**config.mk**
```make
export PLATFORM = sky130hd
export DESIGN_NAME = uart_flags_top
export DESIGN_NICKNAME = d
export VERILOG_FILES = /design/src/uart_flags_pkg.sv /design/src/uart_flags_top.sv /design/src/uart_rx_sampler.sv /design/src/uart_tx_shifter.sv
export SDC_FILE = /design/constraint.sdc
export NUM_CORES = 1
export LEC_CHECK = 0
export ABC_AREA = 1
export BUFFER_PORTS_ARGS = -buffer_cell sky130_fd_sc_hd__buf_2
export CELL_PAD_IN_SITES_DETAIL_PLACEMENT = 0
export CELL_PAD_IN_SITES_GLOBAL_PLACEMENT = 1
export CORE_ASPECT_RATIO = 2
export CORE_MARGIN = 2
export CORE_UTILIZATION = 48
export CTS_BUF_LIST = sky130_fd_sc_hd__clkbuf_16
export DETAILED_ROUTE_END_ITERATION = 16
export GPL_TIMING_DRIVEN = 0
export PLACE_DENSITY_LB_ADDON = 0.1
export SYNTH_ARGS = -nofsm -noshare
export SYNTH_HDL_FRONTEND = slang
export SYNTH_HIERARCHICAL = 1
export SYNTH_SLANG_ARGS = --single-unit
```
**constraint.sdc**
```tcl
create_clock -name pclk -period 4.85 [get_ports pclk]
set_input_delay 0.7275 -clock pclk [delete_from_list [all_inputs] [get_ports pclk]]
set_output_delay 0.7275 -clock pclk [all_outputs]
set_load 0.02 [all_outputs]
```
**src/uart_flags_pkg.sv**
```systemverilog
package uart_flags_pkg;

  // register byte offsets
  localparam logic [7:0] OFF_LINE_STATUS = 8'h00;
  localparam logic [7:0] OFF_DATA        = 8'h04;
  localparam logic [7:0] OFF_CTRL_ONE    = 8'h08;
  localparam logic [7:0] OFF_CTRL_TWO    = 8'h0C;
  localparam logic [7:0] OFF_CTRL_THREE  = 8'h10;
  localparam logic [7:0] OFF_BAUD        = 8'h14;
  localparam logic [7:0] OFF_EVENT       = 8'h18;
  localparam logic [7:0] OFF_EVENT_MASK  = 8'h1C;

  // line_status_reg fields
  localparam int LS_TX_EMPTY  = 7;
  localparam int LS_TX_DONE   = 6;
  localparam int LS_RX_FULL   = 5;
  localparam int LS_IDLE_LINE = 4;
  localparam int LS_OVERRUN   = 3;
  localparam int LS_NOISE     = 2;
  localparam int LS_FRAMING   = 1;
  localparam int LS_PARITY    = 0;

  // control fields
  localparam int C1_WIDE      = 4;
  localparam int C1_PAR_EN    = 1;
  localparam int C1_PAR_ODD   = 0;
  localparam int C2_TX_ON     = 3;
  localparam int C2_RX_ON     = 2;
  localparam int C3_RX_NINTH  = 7;
  localparam int C3_TX_NINTH  = 6;

  // event status and mask fields
  localparam int EV_W         = 6;
  localparam int EV_RX_EDGE   = 0;
  localparam int EV_RX_FULL   = 1;
  localparam int EV_IDLE      = 2;
  localparam int EV_OVERRUN   = 3;
  localparam int EV_TX_EMPTY  = 4;
  localparam int EV_TX_DONE   = 5;

  // reset values
  localparam int              BAUD_W       = 13;
  localparam logic [12:0]     RST_BAUD     = 13'h0041;
  localparam logic            RST_TX_EMPTY = 1'b1;
  localparam logic            RST_TX_DONE  = 1'b1;
  localparam logic            RST_LINE     = 1'b1;

  // bit timing in ticks of the 16x baud clock
  localparam logic [3:0]      TQ_SMP_FIRST = 4'h7;
  localparam logic [3:0]      TQ_SMP_LAST  = 4'h9;
  localparam logic [3:0]      TQ_LAST      = 4'hF;
  localparam logic [7:0]      IDLE_TICKS   = 8'hA0;

  typedef enum logic [3:0] {
    RX_IDLE  = 4'b0001,
    RX_START = 4'b0010,
    RX_DATA  = 4'b0100,
    RX_STOP  = 4'b1000
  } rx_state_e;

  typedef enum logic [1:0] {
    TX_IDLE  = 2'b01,
    TX_SHIFT = 2'b10
  } tx_state_e;

  // xor of the low n bits, inverted for odd parity
  function automatic logic frame_parity(input logic [9:0] v, input logic [3:0] n,
                                        input logic odd);
    logic p;
    p = odd;
    for (int i = 0; i < 10; i++)
      if (i < int'(n))
        p = p ^ v[i];
    return p;
  endfunction

endpackage

```
**src/uart_flags_top.sv**
```systemverilog
`timescale 1ns/1ps
module uart_flags_top
  import uart_flags_pkg::*;
(
  // clock and reset
  input  wire logic        pclk,
  input  wire logic        presetn,
  // apb slave
  input  wire logic        psel,
  input  wire logic        penable,
  input  wire logic        pwrite,
  input  wire logic [7:0]  paddr,
  input  wire logic [31:0] pwdata,
  output logic [31:0]      prdata,
  output logic             pready,
  output logic             pslverr,
  // serial line
  input  wire logic        rx_serial_input,
  output logic             tx_serial_output,
  // interrupt
  output logic             irq
);
  import uart_flags_pkg::*;

  typedef struct packed {
    logic [31:0]       prdata;
    logic              wide_char_sel;
    logic              par_en;
    logic              par_odd;
    logic              tx_on;
    logic              rx_on;
    logic              tx_ninth_bit;
    logic              rx_ninth_bit;
    logic [BAUD_W-1:0] baud;
    logic [BAUD_W-1:0] baud_cnt;
    // receive buffer and its flags
    logic [7:0]        rx_data;
    logic              receive_full_flag;
    logic              idle_flag;
    logic              overrun_flag;
    logic              noise_flag;
    logic              framing_error_flag;
    logic              parity_error_flag;
    // what the last status read showed, then idle arming and the transmit flags
    logic              arm_full;
    logic              arm_idle;
    logic              idle_armed;
    logic              tx_buffer_empty_flag;
    logic              tx_complete_flag;
    // transmit buffer, the word handed to the shifter, and the last receive line level
    logic [7:0]        tx_buf;
    logic              tx_load;
    logic [8:0]        tx_word;
    logic              rxd_q;
    // sticky events and their mask
    logic [EV_W-1:0]   evt;
    logic [EV_W-1:0]   evt_mask;
    logic              irq;
  } main_s;

  main_s           s;
  main_s           next_s;
  logic            tick;
  logic            rd_go;
  logic            wr_go;
  logic            read_done;
  logic [31:0]     rword;
  logic [EV_W-1:0] ev_set;
  logic [EV_W-1:0] ev_clr;
  logic            rx_valid;
  logic [8:0]      rx_char;
  logic            rx_noise;
  logic            rx_framing;
  logic            rx_parity;
  logic            rx_idle_seen;
  logic            tx_busy;
  logic            st_rd;
  logic            dat_rd;
  logic            ev_wr;
  logic            rx_fall;

  function automatic logic at(input logic [7:0] a, input logic [7:0] off);
    return a == off;
  endfunction

  // psel with penable marks the one cycle in which a transfer is taken
  function automatic logic in_access(input logic sel, input logic en);
    return sel & en;
  endfunction

  function automatic logic mapped(input logic [7:0] a);
    return at(a, OFF_LINE_STATUS) | at(a, OFF_DATA) | at(a, OFF_CTRL_ONE)
         | at(a, OFF_CTRL_TWO) | at(a, OFF_CTRL_THREE) | at(a, OFF_BAUD)
         | at(a, OFF_EVENT) | at(a, OFF_EVENT_MASK);
  endfunction

  // receiver hands each finished character over for a single cycle
  uart_rx_sampler u_rx (
    .pclk         (pclk),
    .presetn      (presetn),
    .tick         (tick),
    .rx_on        (s.rx_on),
    .wide         (s.wide_char_sel),
    .par_en       (s.par_en),
    .par_odd      (s.par_odd),
    .rxd          (rx_serial_input),
    .char_valid   (rx_valid),
    .char_data    (rx_char),
    .char_noise   (rx_noise),
    .char_framing (rx_framing),
    .char_parity  (rx_parity),
    .idle_seen    (rx_idle_seen)
  );

  // shifter takes a character only while idle, busy until its stop bit ends
  uart_tx_shifter u_tx (
    .pclk      (pclk),
    .presetn   (presetn),
    .tick      (tick),
    .wide      (s.wide_char_sel),
    .par_en    (s.par_en),
    .par_odd   (s.par_odd),
    .load      (s.tx_load),
    .load_data (s.tx_word),
    .txd       (tx_serial_output),
    .busy      (tx_busy)
  );

  // read word, captured in the setup phase so prdata comes from a flop
  always_comb
  begin
    rword = 32'h0000_0000;
    case (paddr)
      OFF_LINE_STATUS:
      begin
        rword[LS_TX_EMPTY]  = s.tx_buffer_empty_flag;
        rword[LS_TX_DONE]   = s.tx_complete_flag;
        rword[LS_RX_FULL]   = s.receive_full_flag;
        rword[LS_IDLE_LINE] = s.idle_flag;
        rword[LS_OVERRUN]   = s.overrun_flag;
        rword[LS_NOISE]     = s.noise_flag;
        rword[LS_FRAMING]   = s.framing_error_flag;
        rword[LS_PARITY]    = s.parity_error_flag;
      end
      OFF_DATA:
        rword[7:0] = s.rx_data;
      OFF_CTRL_ONE:
      begin
        rword[C1_WIDE]    = s.wide_char_sel;
        rword[C1_PAR_EN]  = s.par_en;
        rword[C1_PAR_ODD] = s.par_odd;
      end
      OFF_CTRL_TWO:
      begin
        rword[C2_TX_ON] = s.tx_on;
        rword[C2_RX_ON] = s.rx_on;
      end
      OFF_CTRL_THREE:
      begin
        rword[C3_RX_NINTH] = s.rx_ninth_bit;
        rword[C3_TX_NINTH] = s.tx_ninth_bit;
      end
      OFF_BAUD:
        rword[BAUD_W-1:0] = s.baud;
      OFF_EVENT:
        rword[EV_W-1:0] = s.evt;
      OFF_EVENT_MASK:
        rword[EV_W-1:0] = s.evt_mask;
      default:
        rword = 32'h0000_0000;
    endcase
  end

  always_comb
  begin
    next_s = s;
    rd_go = in_access(psel, penable) & !pwrite;
    wr_go = in_access(psel, penable) & pwrite & mapped(paddr);
    st_rd = rd_go & at(paddr, OFF_LINE_STATUS);
    dat_rd = rd_go & at(paddr, OFF_DATA);
    ev_wr = wr_go & at(paddr, OFF_EVENT);
    if (psel && !penable)
      next_s.prdata = rword;

    // baud divider gives the 16x tick; zero divisor stops both shifters
    tick = (s.baud != '0) && (s.baud_cnt == '0);
    if (s.baud_cnt == '0)
      next_s.baud_cnt = (s.baud == '0) ? '0 : s.baud - 1'b1;
    else
      next_s.baud_cnt = s.baud_cnt - 1'b1;

    // arming uses the value software actually saw in line_status_reg
    if (st_rd)
    begin
      next_s.arm_full = s.prdata[LS_RX_FULL];
      next_s.arm_idle = s.prdata[LS_IDLE_LINE];
    end
    // any data read disarms, so an old status read cannot clear a later character
    read_done = dat_rd && s.arm_full;
    if (dat_rd)
    begin
      if (s.arm_full)
      begin
        next_s.receive_full_flag = 1'b0;
        next_s.overrun_flag = 1'b0;
        next_s.noise_flag = 1'b0;
        next_s.framing_error_flag = 1'b0;
        next_s.parity_error_flag = 1'b0;
      end
      if (s.arm_idle)
        next_s.idle_flag = 1'b0;
      next_s.arm_full = 1'b0;
      next_s.arm_idle = 1'b0;
    end

    // a buffer being emptied this cycle can take the new character
    if (rx_valid)
    begin
      if (s.receive_full_flag && !read_done)
        next_s.overrun_flag = 1'b1;
      else
      begin
        next_s.receive_full_flag = 1'b1;
        next_s.rx_data = rx_char[7:0];
        if (s.wide_char_sel)
          next_s.rx_ninth_bit = rx_char[8];
        next_s.noise_flag = rx_noise;
        next_s.framing_error_flag = rx_framing;
        next_s.parity_error_flag = rx_parity;
        next_s.idle_armed = 1'b1;
      end
    end
    // idle fires once after a burst, then waits for a new character
    if (rx_idle_seen && s.idle_armed)
    begin
      next_s.idle_flag = 1'b1;
      next_s.idle_armed = 1'b0;
    end

    // transmit buffer to shifter; the held ninth bit rides along
    next_s.tx_load = 1'b0;
    if (!s.tx_buffer_empty_flag && !tx_busy && !s.tx_load && s.tx_on)
    begin
      next_s.tx_load = 1'b1;
      next_s.tx_word = {s.wide_char_sel & s.tx_ninth_bit, s.tx_buf};
      next_s.tx_buffer_empty_flag = 1'b1;
    end
    // done needs an empty buffer, an idle shifter and no load in flight
    next_s.tx_complete_flag = s.tx_buffer_empty_flag & !tx_busy & !s.tx_load;

    // register writes; a data write after a load refills the buffer
    if (wr_go)
    begin
      case (paddr)
        OFF_DATA:
        begin
          next_s.tx_buf = pwdata[7:0];
          next_s.tx_buffer_empty_flag = 1'b0;
          next_s.tx_complete_flag = 1'b0;
        end
        OFF_CTRL_ONE:
        begin
          next_s.wide_char_sel = pwdata[C1_WIDE];
          next_s.par_en = pwdata[C1_PAR_EN];
          next_s.par_odd = pwdata[C1_PAR_ODD];
        end
        OFF_CTRL_TWO:
        begin
          next_s.tx_on = pwdata[C2_TX_ON];
          next_s.rx_on = pwdata[C2_RX_ON];
        end
        OFF_CTRL_THREE:
          next_s.tx_ninth_bit = pwdata[C3_TX_NINTH];
        OFF_BAUD:
        begin
          // restart the divider so a new rate takes hold at once
          next_s.baud = pwdata[BAUD_W-1:0];
          next_s.baud_cnt = '0;
        end
        OFF_EVENT_MASK:
          next_s.evt_mask = pwdata[EV_W-1:0];
        default:
          next_s.baud = next_s.baud;
      endcase
    end

    // sticky events; a new event in the clearing cycle survives
    next_s.rxd_q = rx_serial_input;
    // rxd_q resets to the idle level, so no false edge follows reset
    rx_fall = s.rxd_q & !rx_serial_input;
    ev_set = '0;
    ev_set[EV_RX_EDGE]  = s.rx_on & rx_fall;
    ev_set[EV_RX_FULL]  = next_s.receive_full_flag & !s.receive_full_flag;
    ev_set[EV_IDLE]     = next_s.idle_flag & !s.idle_flag;
    ev_set[EV_OVERRUN]  = next_s.overrun_flag & !s.overrun_flag;
    ev_set[EV_TX_EMPTY] = next_s.tx_buffer_empty_flag & !s.tx_buffer_empty_flag;
    ev_set[EV_TX_DONE]  = next_s.tx_complete_flag & !s.tx_complete_flag;
    ev_clr = ev_wr ? pwdata[EV_W-1:0] : '0;
    next_s.evt = (s.evt & ~ev_clr) | ev_set;

    // registered so the pin cannot glitch while the bus decodes an address
    next_s.irq = |(next_s.evt & next_s.evt_mask);
  end

  // transmit side leaves reset empty and done, with the line idle high
  always_ff @(posedge pclk or negedge presetn)
  begin
    if (!presetn)
    begin
      s <= '0;
      s.baud <= RST_BAUD;
      s.tx_buffer_empty_flag <= RST_TX_EMPTY;
      s.tx_complete_flag <= RST_TX_DONE;
      s.rxd_q <= RST_LINE;
    end
    else
      s <= next_s;
  end

  assign prdata  = s.prdata;
  assign pready  = 1'b1;
  // error only in the access phase; a setup cycle alone never flags
  assign pslverr = in_access(psel, penable) & !mapped(paddr);
  // masked-off transmit events stay visible but never interrupt
  assign irq     = s.irq;
endmodule

```
**src/uart_rx_sampler.sv**
```systemverilog
`timescale 1ns/1ps
module uart_rx_sampler
  import uart_flags_pkg::*;
(
  // clock and reset
  input  wire logic       pclk,
  input  wire logic       presetn,
  // timing and mode
  input  wire logic       tick,
  input  wire logic       rx_on,
  input  wire logic       wide,
  input  wire logic       par_en,
  input  wire logic       par_odd,
  // line
  input  wire logic       rxd,
  // character out
  output logic            char_valid,
  output logic [8:0]      char_data,
  output logic            char_noise,
  output logic            char_framing,
  output logic            char_parity,
  output logic            idle_seen
);
  typedef struct packed {
    rx_state_e   st;
    logic [3:0]  tq;
    logic [3:0]  bitn;
    logic [2:0]  smp;
    logic        noisy;
    logic [9:0]  sh;
    logic [7:0]  idle_cnt;
    logic        valid;
    logic [8:0]  data;
    logic        noise;
    logic        framing;
    logic        par_err;
    logic        idle_seen;
  } rx_s;

  rx_s        s;
  rx_s        next_s;
  logic [3:0] nbits;
  logic       vote;
  logic       unan;

  always_comb
  begin
    next_s = s;
    next_s.valid = 1'b0;
    next_s.idle_seen = 1'b0;
    nbits = 4'h8 + {3'h0, wide} + {3'h0, par_en};
    // three mid-bit samples, majority decides and any disagreement is noise
    vote = (s.smp[0] & s.smp[1]) | (s.smp[0] & s.smp[2]) | (s.smp[1] & s.smp[2]);
    unan = (&s.smp) | ~(|s.smp);
    if (!rx_on)
    begin
      next_s.st = RX_IDLE;
      next_s.idle_cnt = 8'h00;
    end
    else if (tick)
    begin
      if (s.st != RX_IDLE)
      begin
        next_s.tq = s.tq + 4'h1;
        if (s.tq >= TQ_SMP_FIRST && s.tq <= TQ_SMP_LAST)
          next_s.smp = {rxd, s.smp[2:1]};
      end
      case (s.st)
        RX_IDLE:
          if (!rxd)
          begin
            next_s.st = RX_START;
            next_s.tq = 4'h0;
            next_s.idle_cnt = 8'h00;
          end
          else if (s.idle_cnt != IDLE_TICKS)
          begin
            next_s.idle_cnt = s.idle_cnt + 8'h01;
            next_s.idle_seen = (s.idle_cnt + 8'h01) == IDLE_TICKS;
          end
        RX_START:
          if (s.tq == TQ_LAST)
          begin
            // a start bit that votes high was a glitch
            next_s.st = vote ? RX_IDLE : RX_DATA;
            next_s.bitn = 4'h0;
            next_s.noisy = !unan;
          end
        RX_DATA:
          if (s.tq == TQ_LAST)
          begin
            next_s.sh[s.bitn] = vote;
            next_s.noisy = s.noisy | !unan;
            next_s.bitn = s.bitn + 4'h1;
            if (s.bitn == nbits - 4'h1)
              next_s.st = RX_STOP;
          end
        RX_STOP:
          if (s.tq == TQ_LAST)
          begin
            next_s.st = RX_IDLE;
            next_s.valid = 1'b1;
            next_s.framing = !vote;
            next_s.noise = s.noisy | !unan;
            next_s.par_err = par_en & frame_parity(s.sh, nbits, par_odd);
            next_s.data = wide ? s.sh[8:0] : {1'b0, s.sh[7:0]};
          end
        default:
          next_s.st = RX_IDLE;
      endcase
    end
  end

  always_ff @(posedge pclk or negedge presetn)
  begin
    if (!presetn)
    begin
      s <= '0;
      s.st <= RX_IDLE;
    end
    else
      s <= next_s;
  end

  assign char_valid   = s.valid;
  assign char_data    = s.data;
  assign char_noise   = s.noise;
  assign char_framing = s.framing;
  assign char_parity  = s.par_err;
  assign idle_seen    = s.idle_seen;
endmodule

```
**src/uart_tx_shifter.sv**
```systemverilog
`timescale 1ns/1ps
module uart_tx_shifter
  import uart_flags_pkg::*;
(
  // clock and reset
  input  wire logic       pclk,
  input  wire logic       presetn,
  // timing and mode
  input  wire logic       tick,
  input  wire logic       wide,
  input  wire logic       par_en,
  input  wire logic       par_odd,
  // character in
  input  wire logic       load,
  input  wire logic [8:0] load_data,
  // line
  output logic            txd,
  output logic            busy
);
  typedef struct packed {
    tx_state_e   st;
    logic [3:0]  tq;
    logic [3:0]  left;
    logic [11:0] fr;
    logic        txd;
  } tx_s;

  tx_s        s;
  tx_s        next_s;
  logic [3:0] ndat;
  logic [3:0] nbits;
  logic [9:0] v;

  always_comb
  begin
    next_s = s;
    ndat = 4'h8 + {3'h0, wide};
    nbits = ndat + {3'h0, par_en};
    v = {1'b0, wide & load_data[8], load_data[7:0]};
    if (par_en)
      v[ndat] = frame_parity(v, ndat, par_odd);
    next_s.txd = (s.st == TX_SHIFT) ? s.fr[0] : 1'b1;
    case (s.st)
      TX_IDLE:
        if (load)
        begin
          // ones above the last data or parity bit become the stop bit
          next_s.fr = '1;
          next_s.fr[0] = 1'b0;
          for (int i = 0; i < 10; i++)
            if (i < int'(nbits))
              next_s.fr[i + 1] = v[i];
          next_s.left = nbits + 4'h2;
          next_s.tq = 4'h0;
          next_s.st = TX_SHIFT;
        end
      TX_SHIFT:
        if (tick)
        begin
          next_s.tq = s.tq + 4'h1;
          if (s.tq == TQ_LAST)
          begin
            next_s.fr = {1'b1, s.fr[11:1]};
            next_s.left = s.left - 4'h1;
            if (s.left == 4'h1)
              next_s.st = TX_IDLE;
          end
        end
      default:
        next_s.st = TX_IDLE;
    endcase
  end

  always_ff @(posedge pclk or negedge presetn)
  begin
    if (!presetn)
    begin
      s <= '0;
      s.st <= TX_IDLE;
      s.txd <= RST_LINE;
    end
    else
      s <= next_s;
  end

  assign txd  = s.txd;
  assign busy = s.st != TX_IDLE;
endmodule

```
* Word level (Yosys, flattened, before mapping) *
Index checks and enable logic that the tools add are counted.

storage, ports and cells
  bits in registers = 168
  bits in latches = 0
  memory bits (writable) = 0
  ROM bits = 0
  bits of input ports = 46
  output and inout bits = 36
  word-level logic and storage cells = 387
  memories kept = 0

operators by class
  $add $sub $neg = 11
  multiply operators = 0
  div/mod/pow operators = 0
  magnitude comparators = 25
  equality and inequality tests = 36
  shifts and indexed selects = 0
  mux-type cells = 155
  bitwise operators = 59
  reduce and logical (&&, ||, !) cells = 54

operators with widths
  cell                     number
  $mux W1                  95
  $mux W13                 6
  $mux W10                 5
  $mux W48                 1
  $mux W8                  6
  $mux W22                 2
  $mux W4                  11
  $pmux W20 S2             1
  $eq A8 B5 Y1 const B     4
  $lt A3 B4 Y1 const A     8
  $logic_not A13 Y1        2
  $sub A13 B1 Y13 const B  2
  $pmux W2 S6              2
  $and A1 B1 Y1            23
  $bwmux W10               2
  $reduce_and A4 Y1        5
  $xor A1 B1 Y1            19
  $mux W6                  3
  $eq A8 B4 Y1 const B     2
  $lt A1 B4 Y1 const A     4
  $lt A2 B4 Y1 const A     4
  $mux W16                 1
  $pmux W4 S4              1
  $reduce_and A2 Y1        8
  54 further kinds         123

* Depth between registers and ports, before layout *
Gate-level depths: netlist (run 1).

  depth in word-level cells = 67
  depth in mapped cells = 19
  mapped depth without buffers = 19

* By module *
The synthesis (run 1) kept the hierarchy.

modules (own cells, without submodules)
  module           times used  cells an instance  area each (um^2)
  uart_flags_top   1           614                5002.3
  uart_rx_sampler  1           363                2835.2
  uart_tx_shifter  1           170                1326.3

* Worst setup path after synthesis (run 1) *
Ideal clock, no wire load.

  path type = input port to output port
  start = input paddr[3]
  end = output pslverr
  data arrival time = 1.525 ns
  required time = 4.123 ns
  setup slack = 2.598 ns
  stages = 7
  buffers on the path = 0
  path through = inv_1 -> nor2_1 -> nand2_1 -> nor2_8 -> nor2_1 -> nand2_2 -> nor2_1

between the ends
  cells in the longest elaborated chain, start to end = 10
  elaborated cells between the ends (all ways) = 17

ends and longest elaborated chain
  element                                                  RTL line               source
  start, declared                                          uart_flags_top.sv:12   input wire logic [7:0] paddr,
  $eq A8 B3 Y1 / $logic_not A8 Y1 (equally long branches)  uart_flags_top.sv:83   return a == off;
  $or A1 B1 Y1 (2 in series)                               uart_flags_top.sv:92   return at(a, OFF_LINE_STATUS) | at(a, OFF_DATA) | at(a, OFF_CTRL_ONE)
  $or A1 B1 Y1 (3 in series)                               uart_flags_top.sv:93   | at(a, OFF_CTRL_TWO) | at(a, OFF_CTRL_THREE) | at(a, OFF_BAUD)
  $or A1 B1 Y1                                             uart_flags_top.sv:94   | at(a, OFF_EVENT) | at(a, OFF_EVENT_MASK);
  $or A1 B1 Y1 (*)                                         uart_flags_top.sv:94
  $logic_not A1 Y1 (*)                                     uart_flags_top.sv:323  assign pslverr = in_access(psel, penable) & !mapped(paddr);
  $and A1 B1 Y1 (*)                                        uart_flags_top.sv:323
  end, declared                                            uart_flags_top.sv:16   output logic pslverr,

Mark *: on every way between the ends. The rest lies on a longest branch, timed or not.

==> results of run 1 <==
-- layout make-up --
type,count,area (sq um)
Multi-Input combinational cell,774,3960
Tap cell,255,319
Buffer,59,433
Inverter,164,621
Fill cell,1871,8340
Sequential cell,168,4210
Clock buffer,17,425
Clock inverter,15,185
Timing Repair Buffer,43,248
-- Yosys cell counts (all sizes together) --
master   instances
nand4           10
a21o             1
clkbuf           3
o21ai           94
o22a             1
nor3            15
o22ai           16
o31ai            7
buf             56
and2             1
ha              20
dfstp            8
o21bai           1
a32o             2
a41oi            2
a2bb2oi          1
a22o             1
nand2          327
nand3           53
dfrtp          160
a211oi           3
o211ai           8
a21oi           35
clkinv           1
or2              2
xor2            20
o2111ai          1
inv            163
mux2i            1
nand3b           6
a31oi            9
conb             2
xnor2            6
nor2           110
a31o             1
-- stage by stage --
step,power (mW),hold slack [ns],std cells
after floorplan,1.59,0.424,1165
after global placement,1.67,0.440,1462
after detailed placement,1.67,0.446,1463
after CTS,3.09,0.259,1495
after global routing,3.17,0.281,1495
final,3.06,0.231,1495
-- power groups by stage --
| stage | registers, mW | clock network [mW] | logic (mW) |
|---|---|---|---|
| finish | 1.45 | 1.41 | 0.194 |
| global route | 1.45 | 1.49 | 0.223 |
| CTS | 1.45 | 1.45 | 0.197 |
| detailed placement | 1.47 | 0 | 0.196 |
| global placement | 1.47 | 0 | 0.192 |
| floorplan | 1.47 | 0 | 0.121 |
-- state kept, by name, indices dropped and copies added, names as in the netlist, named ones only --
signal and cells:
u_rx/char_framing 1, u_rx/char_data 9, s 83, u_rx/char_parity 1
u_tx/s 22, u_rx/char_noise 1, prdata 13, u_rx/char_valid 1
u_rx/s 24, u_tx/txd 1, u_rx/idle_seen 1, irq 1
-- worst min-delay path by stage --
stage / endpoint / slack [ns]
final: s[61] / 0.23
after global routing: s[61] / 0.28
after CTS: s[61] / 0.26
after detailed placement: u_tx/txd / 0.45
after global placement: u_tx/txd / 0.44
after floorplan: u_tx/txd / 0.42
-- per-layer routing --
metal | global-route usage [%] | vias to the layer above | share of wire [%]
met5 | 0 | - | 0.049
met4 | 13.5 | 2 | 4.8
met3 | 3.04 | 53 | 2.7
met2 | 45.8 | 142 | 58
met1 | 24.1 | 3456 | 35
li1 | - | 3750 | -
-- logic make-up after synthesis --
group / Yosys count
simple gates: 524
compound gates: 183
flops: 168
xor+xnor: 26
other cells: 2
mux: 1
fa+ha+maj: 20
buf+inv: 223
==> out/results.ini, run 1 <==
[synthesis]
yosysTopAreaCellShare_pct = 43.7
synth_top_family_by_area = simple AND/OR/NAND/NOR gates
synthXorXnorAreaFrac_pct = 2.48
yosysUniqueCellTypes = 53
netlist.top_cell.by_area = dfrtp_1
synth_cells = 1147
synth-seq-cells = 168
synth_area_sq_mm = 0.00916
synth_compound_area_share_pct = 11.4
yosys.area_share.adder_pct = 2.73
avgSynthCellArea_sq_um = 7.99
yosys-top-cells-area = dfrtp_1 (44%), nand2_1 (13%), inv_1 (6.0%)
yosys.area_share.simple_pct = 25.7
muxShareOfSynthArea_pct = 0.109
ys_seq_area_share_pct = 46.0
synth_warnings = 6

[timing]
timing.final.crit_share_pct = 56.2
setup_tns_ns = 0
fin_skew_ns = 0.0107
rsz0062_at_grt = no
max_freq_mhz = 367
slew_headroom_pct = 60.9
worstMarginPinSlew_ns = 0.586
setup-violations-final = 0
maxSlewViolCount = 0
fin_ws_ns = 2.13
fin_crit_ns = 2.72
hold_viol = 0

[layout]
diodes = 0
final_cell_mix = nand2_1 (319), dfrtp_1 (160), inv_1 (148)
drive_gt1_share_pct = 15.6
post-route-util_pct = 55.5
layout.nets = 1293
final_common_cell = nand2_1
design_area_sq_mm = 0.0104
syn_to_final_growth_pct = 13.6

[placement]
gp_congestion = 0.865
place_area_sq_mm = 0.00980
dp_slack_ns = 2.11
hpwl_um = 17500
port_buffers = 42

[run_status]
outcome = completed

[global_routing]
grt_pass1_wl_um = 37100
antenna_found_initial = 1
grt_overflow = 0
grt_use_total_pct = 24.0
first_global_vias = 7568
grt_max_degree = 96

[cts]
post_cts_buffers = 0
clk_pin_slew_ns = 0.07
cts_buffers = 17
clock_path_buffers = 2
cts_resized = 0
cts.sinks = 168
cts_hold_buf = 0
clk_latency_ns = 0.43
cts_tree = yes
cts_root_buf = clkbuf_16
htree_num_levels = 4

[die]
dieHeight_um = 199
die_x_um = 102
start_util_pct = 48.9
io_pins = 82
core_sq_mm = 0.0187
die_area_sq_mm = 0.0203
rows = 71

[critical_path]
rr_worst_depth = 16
crit_end = u_rx/s[34]
r2r-start = s[64]
path_common_cell = nand2_1
path_cells = inv_1 > ha_1 > nand2_1 > nor3_2 > nand3_1 > nor2_1 > nand2_1 > nand2_1 > inv_2 > nand2_4 > inv_1 > nand2_1 > a21oi_1 > o21ai_1 > nand2_1 > o21ai_0
cp.arrival_ns = 3.03
crit_path_end_kind = register
crit_required_ns = 5.15
crit_family = simple AND/OR/NAND/NOR gates
slowest_stage = dfstp_2
ff2ff_setup_slack_ns = 2.13
critPathMaxStageDelay_ns = 0.53
cp.depth = 16
path_buf_inv = 3
critPathLaunch = s[64]
reg2reg_to = u_rx/s[34]
path_class = reg -> reg
crit_path_start_kind = register
worst-path-max-fanout = 11

[detailed_routing]
drt.antenna.violating_nets = 0
firstDrtPassIters = 5
wl_per_cell_um = 15.0
vias = 7403
viasPerCell = 4.95
drc = 0
totalWireLength_um = 22400
drt_iter0_markers = 340

[power_and_ir_drop]
intPower_mw = 2.35
p_comb_share_pct = 6.3
p_clk_share_pct = 46.2
seq_power_share_pct = 47.4
cellLeakagePower_nw = 5.49
switching_share_pct = 23.0
p_per_area_mw_per_mm2 = 294
peakVddDrop_mv = 0.234
switching_power_mw = 0.704

[flow_run]
maxCapViolCount = 0

[hold_path]
hp-class = in -> async

Power figures use the tool's default switching activity.
==> inputs of run 2 (changes only) <==
--- a/config.mk
+++ b/config.mk
@@ -11,7 +11,7 @@
 export CELL_PAD_IN_SITES_GLOBAL_PLACEMENT = 1
 export CORE_ASPECT_RATIO = 2
 export CORE_MARGIN = 2
-export CORE_UTILIZATION = 48
+export CORE_UTILIZATION = 45
 export CTS_BUF_LIST = sky130_fd_sc_hd__clkbuf_16
 export DETAILED_ROUTE_END_ITERATION = 16
 export GPL_TIMING_DRIVEN = 0
==> constraint.sdc (replaced) <==
create_clock -name pclk -period 2.65 [get_ports pclk]
set_input_delay 0.3975 -clock pclk [delete_from_list [all_inputs] [get_ports pclk]]
set_output_delay 0.3975 -clock pclk [all_outputs]
set_load 0.02 [all_outputs]
==> out/results.ini, run 2 (synthesis gave the netlist of run 1 again) <==
[run_status]
outcome = completed

[critical_path]
crit_path_start_kind = register
slowest_stage = dfrtp_1
path_class = reg -> reg
cp.arrival_ns = 2.84
worst-path-max-fanout = 10
crit_family = simple AND/OR/NAND/NOR gates
crit_path_end_kind = register
path_buf_inv = 5
path_cells = nor2_1 > nand3b_1 > nor2_1 > and2_4 > clkbuf_4 > nand2_1 > inv_4 > nand2_4 > nor2_8 > inv_4 > nor2_8 > inv_2 > buf_6 > nor2_2 > nand3_1 > nand2_1
critPathMaxStageDelay_ns = 0.41
crit_required_ns = 3.03

[timing]
max_freq_mhz = 407
hold_viol = 0
maxSlewViolCount = 0
fin_crit_ns = 2.46
timing.final.crit_share_pct = 92.8
fin_skew_ns = 0.0110
slew_headroom_pct = 61.9
worstMarginPinSlew_ns = 0.571
setup_tns_ns = 0
setup-violations-final = 0
rsz0062_at_grt = yes

[die]
dieHeight_um = 206
die_area_sq_mm = 0.0216
io_pins = 82
core_sq_mm = 0.0199
start_util_pct = 46.0
rows = 73
die_x_um = 105

[cts]
cts.sinks = 168
cts_tree = yes
clock_path_buffers = 2
cts_buffers = 17
htree_num_levels = 4
clk_latency_ns = 0.44
cts_root_buf = clkbuf_16
clk_pin_slew_ns = 0.06

[detailed_routing]
drt_iter0_markers = 317
totalWireLength_um = 22900
vias = 7372
firstDrtPassIters = 4
drt.antenna.violating_nets = 0
drc = 0
wl_per_cell_um = 15.2
viasPerCell = 4.90

[placement]
place_area_sq_mm = 0.00981
port_buffers = 42
hpwl_um = 17600
gp_congestion = 0.877
dp.cells = 1470

[layout]
syn_to_final_growth_pct = 13.3
design_area_sq_mm = 0.0104
layout.nets = 1297
fin_cells = 1506
largestRegisters = s (83), u_rx/s (24), u_tx/s (22)
seqCellArea_sq_mm = 0.00421
drive_gt1_share_pct = 15.9
diodes = 0
top_register = s
post-route-util_pct = 52.2
final_common_cell = nand2_1
final_cell_mix = nand2_1 (318), dfrtp_1 (160), inv_1 (149)
multiInputGateArea_sq_mm = 0.00398
nFillCells = 2089
largest_reg_flops = 83

[global_routing]
antenna_found_initial = 0
grt_max_degree = 107
grt_overflow = 0
grt_pass1_wl_um = 37200
first_global_vias = 7538
grt_use_total_pct = 22.3

[flow_run]
maxCapViolCount = 0

[power_and_ir_drop]
cellLeakagePower_nw = 5.48
p_per_area_mw_per_mm2 = 509
peakVddDrop_mv = 0.396

[hold_path]
hp-class = in -> reg

run 2: changes by cell type in the layout (fill, tap and decap cells not counted), sizes merged:
cell | previous run | this run
bufinv | 4 | 1
clkinv | 7 | 10
buf | 99 | 101
clkbuf | 20 | 21
clkinvlp | 2 | 1
dlygate4sd3 | 0 | 1
inv | 166 | 167
run 2: cell type report:
type,instances,share of cell area [%]
Inverter,164,6.00
Tap cell,262,3.16
Buffer,59,4.22
Clock buffer,17,4.10
Timing Repair Buffer,47,2.70
Multi-Input combinational cell,774,38.3
Sequential cell,168,40.6
Clock inverter,15,0.940
run 2: report_power, final:
part	internal (mW)	switching [mW]	total, mW
combinational	0.123	0.239	0.361
clock	1.26	1.01	2.27
sequential	2.62	0.0352	2.65
run 2: worst paths after layout:
check	cells after the start	from	slack, ns	end
worst max register to register	16	s[59]	0.19	u_rx/char_parity
worst min register to register	2	s[46]	0.47	s[46]
worst min-delay path	1	rx_serial_input	0.12	s[13]
max in group asynchronous	3	presetn	1.25	u_tx/txd
worst max-delay path	16	s[59]	0.19	u_rx/char_parity
min in group asynchronous	2	presetn	0.49	s[75]
run 2: metrics by stage:
step | hold WS (ns) | setup WS [ns] | power [mW]
6_report | 0.121 | 0.190 | 5.29
5_1_grt | 0.109 | -0.00447 | 5.50
4_1_cts | 0.102 | 0.0541 | 5.35
3_5_place_dp | 0.379 | -0.115 | 3.06
3_3_place_gp | 0.442 | -1.62 | 3.05
2_1_floorplan | 0.102 | 0.469 | 2.91
run 2: what timing repair did:
item / in CTS / in global routing
setup endpoints to repair: 33 / 41
endpoints found under the hold margin: 61 / 0
gates resized for setup: 3 / 6
setup buffers: 3 / 0
hold buffers: 1 / 0
run 2: routing by layer:
metal	global-route usage, %	share of wire [%]
met4	9.71	3.4
met3	3.80	2.2
met5	0	0
met1	21.6	36
met2	45.1	58
==> inputs of run 3 (changes only) <==
--- a/config.mk
+++ b/config.mk
@@ -12,10 +12,9 @@
 export CORE_ASPECT_RATIO = 2
 export CORE_MARGIN = 2
 export CORE_UTILIZATION = 45
-export CTS_BUF_LIST = sky130_fd_sc_hd__clkbuf_16
 export DETAILED_ROUTE_END_ITERATION = 16
 export GPL_TIMING_DRIVEN = 0
-export PLACE_DENSITY_LB_ADDON = 0.1
+export PLACE_DENSITY = 0.78
 export SYNTH_ARGS = -nofsm -noshare
 export SYNTH_HDL_FRONTEND = slang
 export SYNTH_HIERARCHICAL = 1
==> out/results.ini, run 3 (synthesis gave the netlist of run 1 again) <==
[placement]
port_buffers = 42
place_area_sq_mm = 0.00981
dp.cells = 1470
gp_congestion = 0.838
hpwl_um = 17400

[detailed_routing]
drc = 0
firstDrtPassIters = 5
vias = 7330
drt_iter0_markers = 256
drt.antenna.violating_nets = 0
wl_per_cell_um = 15.0
totalWireLength_um = 22600
viasPerCell = 4.85

[power_and_ir_drop]
peakVddDrop_mv = 0.370
total_power_mw = 5.67
p_per_area_mw_per_mm2 = 538
cellLeakagePower_nw = 5.50

[timing]
maxSlewViolCount = 0
setup-violations-final = 0
setup_tns_ns = 0
max_freq_mhz = 407
worstMarginPinSlew_ns = 0.570
slew_headroom_pct = 62.0
fin_crit_ns = 2.46
hold_viol = 0
timing.final.crit_share_pct = 92.7
fin_skew_ns = 0.00695

[cts]
htree_num_levels = 4
clk_pin_slew_ns = 0.07
cts_tree = yes
clk_latency_ns = 0.44
cts_buffers = 17
cts.sinks = 168
clock_path_buffers = 2
cts_root_buf = clkbuf_16

[die]
die_area_sq_mm = 0.0216
io_pins = 82
rows = 73
core_sq_mm = 0.0199
dieHeight_um = 206
start_util_pct = 46.0
die_x_um = 105

[layout]
drive_gt1_share_pct = 16.9
nFillCells = 2035
post-route-util_pct = 52.9
design_area_sq_mm = 0.0105
largestRegisters = s (83), u_rx/s (24), u_tx/s (22)
final_common_cell = nand2_1
diodes = 0
fin_cells = 1510
syn_to_final_growth_pct = 14.9
top_register = s
final_cell_mix = nand2_1 (317), dfrtp_1 (160), inv_1 (145)
largest_reg_flops = 83
layout.nets = 1301

[critical_path]
worst-path-max-fanout = 10
path_buf_inv = 5
path_cells = inv_2 > ha_2 > nand2_2 > nor3_4 > nand3_2 > nor2_1 > nand2_1 > nand2_2 > clkinv_4 > nand2_1 > nor2_1 > inv_1 > nor2_4 > inv_2 > nand2_4 > buf_6 > o211ai_1 > o21ai_0
reg2reg_to = u_tx/s[3]
path_class = reg -> reg
crit_family = simple AND/OR/NAND/NOR gates
crit_required_ns = 2.96
ff2ff_setup_slack_ns = 0.19
crit_path_end_kind = register
slowest_stage = dfstp_2
cp.arrival_ns = 2.77
r2r-start = s[64]
critPathMaxStageDelay_ns = 0.37
rr_worst_depth = 18
crit_path_start_kind = register

[flow_run]
maxCapViolCount = 0

[run_status]
outcome = completed

[hold_path]
hp-class = in -> reg
whs_endpoint = s[13]
hold_depth = 1
hp-start = rx_serial_input

[global_routing]
grt_overflow = 0
grt_pass1_wl_um = 36700
first_global_vias = 7429
antenna_found_initial = 0
grt_max_degree = 106
grt_use_total_pct = 22.1

## run 3: changes by cell type in the layout (fill, tap and decap cells not counted), sizes merged
cell and change:
clkinvlp +7, inv -3, clkinv -7, buf +3, clkbuf +1, bufinv +3
## run 3: what timing repair did
item                       in CTS  in global routing
gates resized for setup         4                 10
cloned                          1                  0
setup endpoints to repair      29                 59
hold endpoints to repair       62                  0
setup buffers                   2                  4
pin swaps                       0                  3
hold buffers                    1                  0
## run 3: worst max-delay path by stage
stage | start | to | slack, ns | cells after the start
finish | s[64] | u_tx/s[3] | 0.19 | 18
global route | s[65] | u_tx/s[7] | -0.005 | 18
CTS | s[59] | u_rx/char_parity | 0.01 | 16
detailed placement | s[64] | u_rx/char_parity | -0.1 | 18
global placement | presetn | u_rx/s[43] | -1.61 | 1
floorplan | s[64] | u_rx/char_data[8] | 0.47 | 17
## run 3: final cells by class
type	count	area (sq um)	share of cell area (%)
Sequential cell	168	4210	40.0
Multi-Input combinational cell	774	3990	37.9
Inverter	164	626	5.94
Buffer	59	438	4.16
Clock buffer	18	429	4.07
Tap cell	262	328	3.11
Timing Repair Buffer	50	303	2.87
Clock inverter	14	199	1.89
Timing Repair inverter	1	7.51	0.0713
## run 3: metrics by stage
step	worst slack [ns]	hold slack [ns]
floorplan	0.469	0.102
global placement	-1.61	0.458
detailed placement	-0.0971	0.385
CTS	0.0103	0.109
global route	-0.00539	0.114
finish	0.193	0.134
## run 3: routing by layer
metal,vias up,routed length [um],track usage (%)
met5,-,0,0
met4,0,1210,13.0
met3,55,513,4.12
met2,114,12600,42.6
met1,3400,8330,21.5
li1,3761,-,-
## run 3: report_power, final
group / switching [mW] / internal, mW / total [mW] / leakage, nW
logic: 0.238 / 0.124 / 0.362 / 3.05
registers: 0.0355 / 2.62 / 2.65 / 2.16
clock network: 1.07 / 1.58 / 2.65 / 0.281
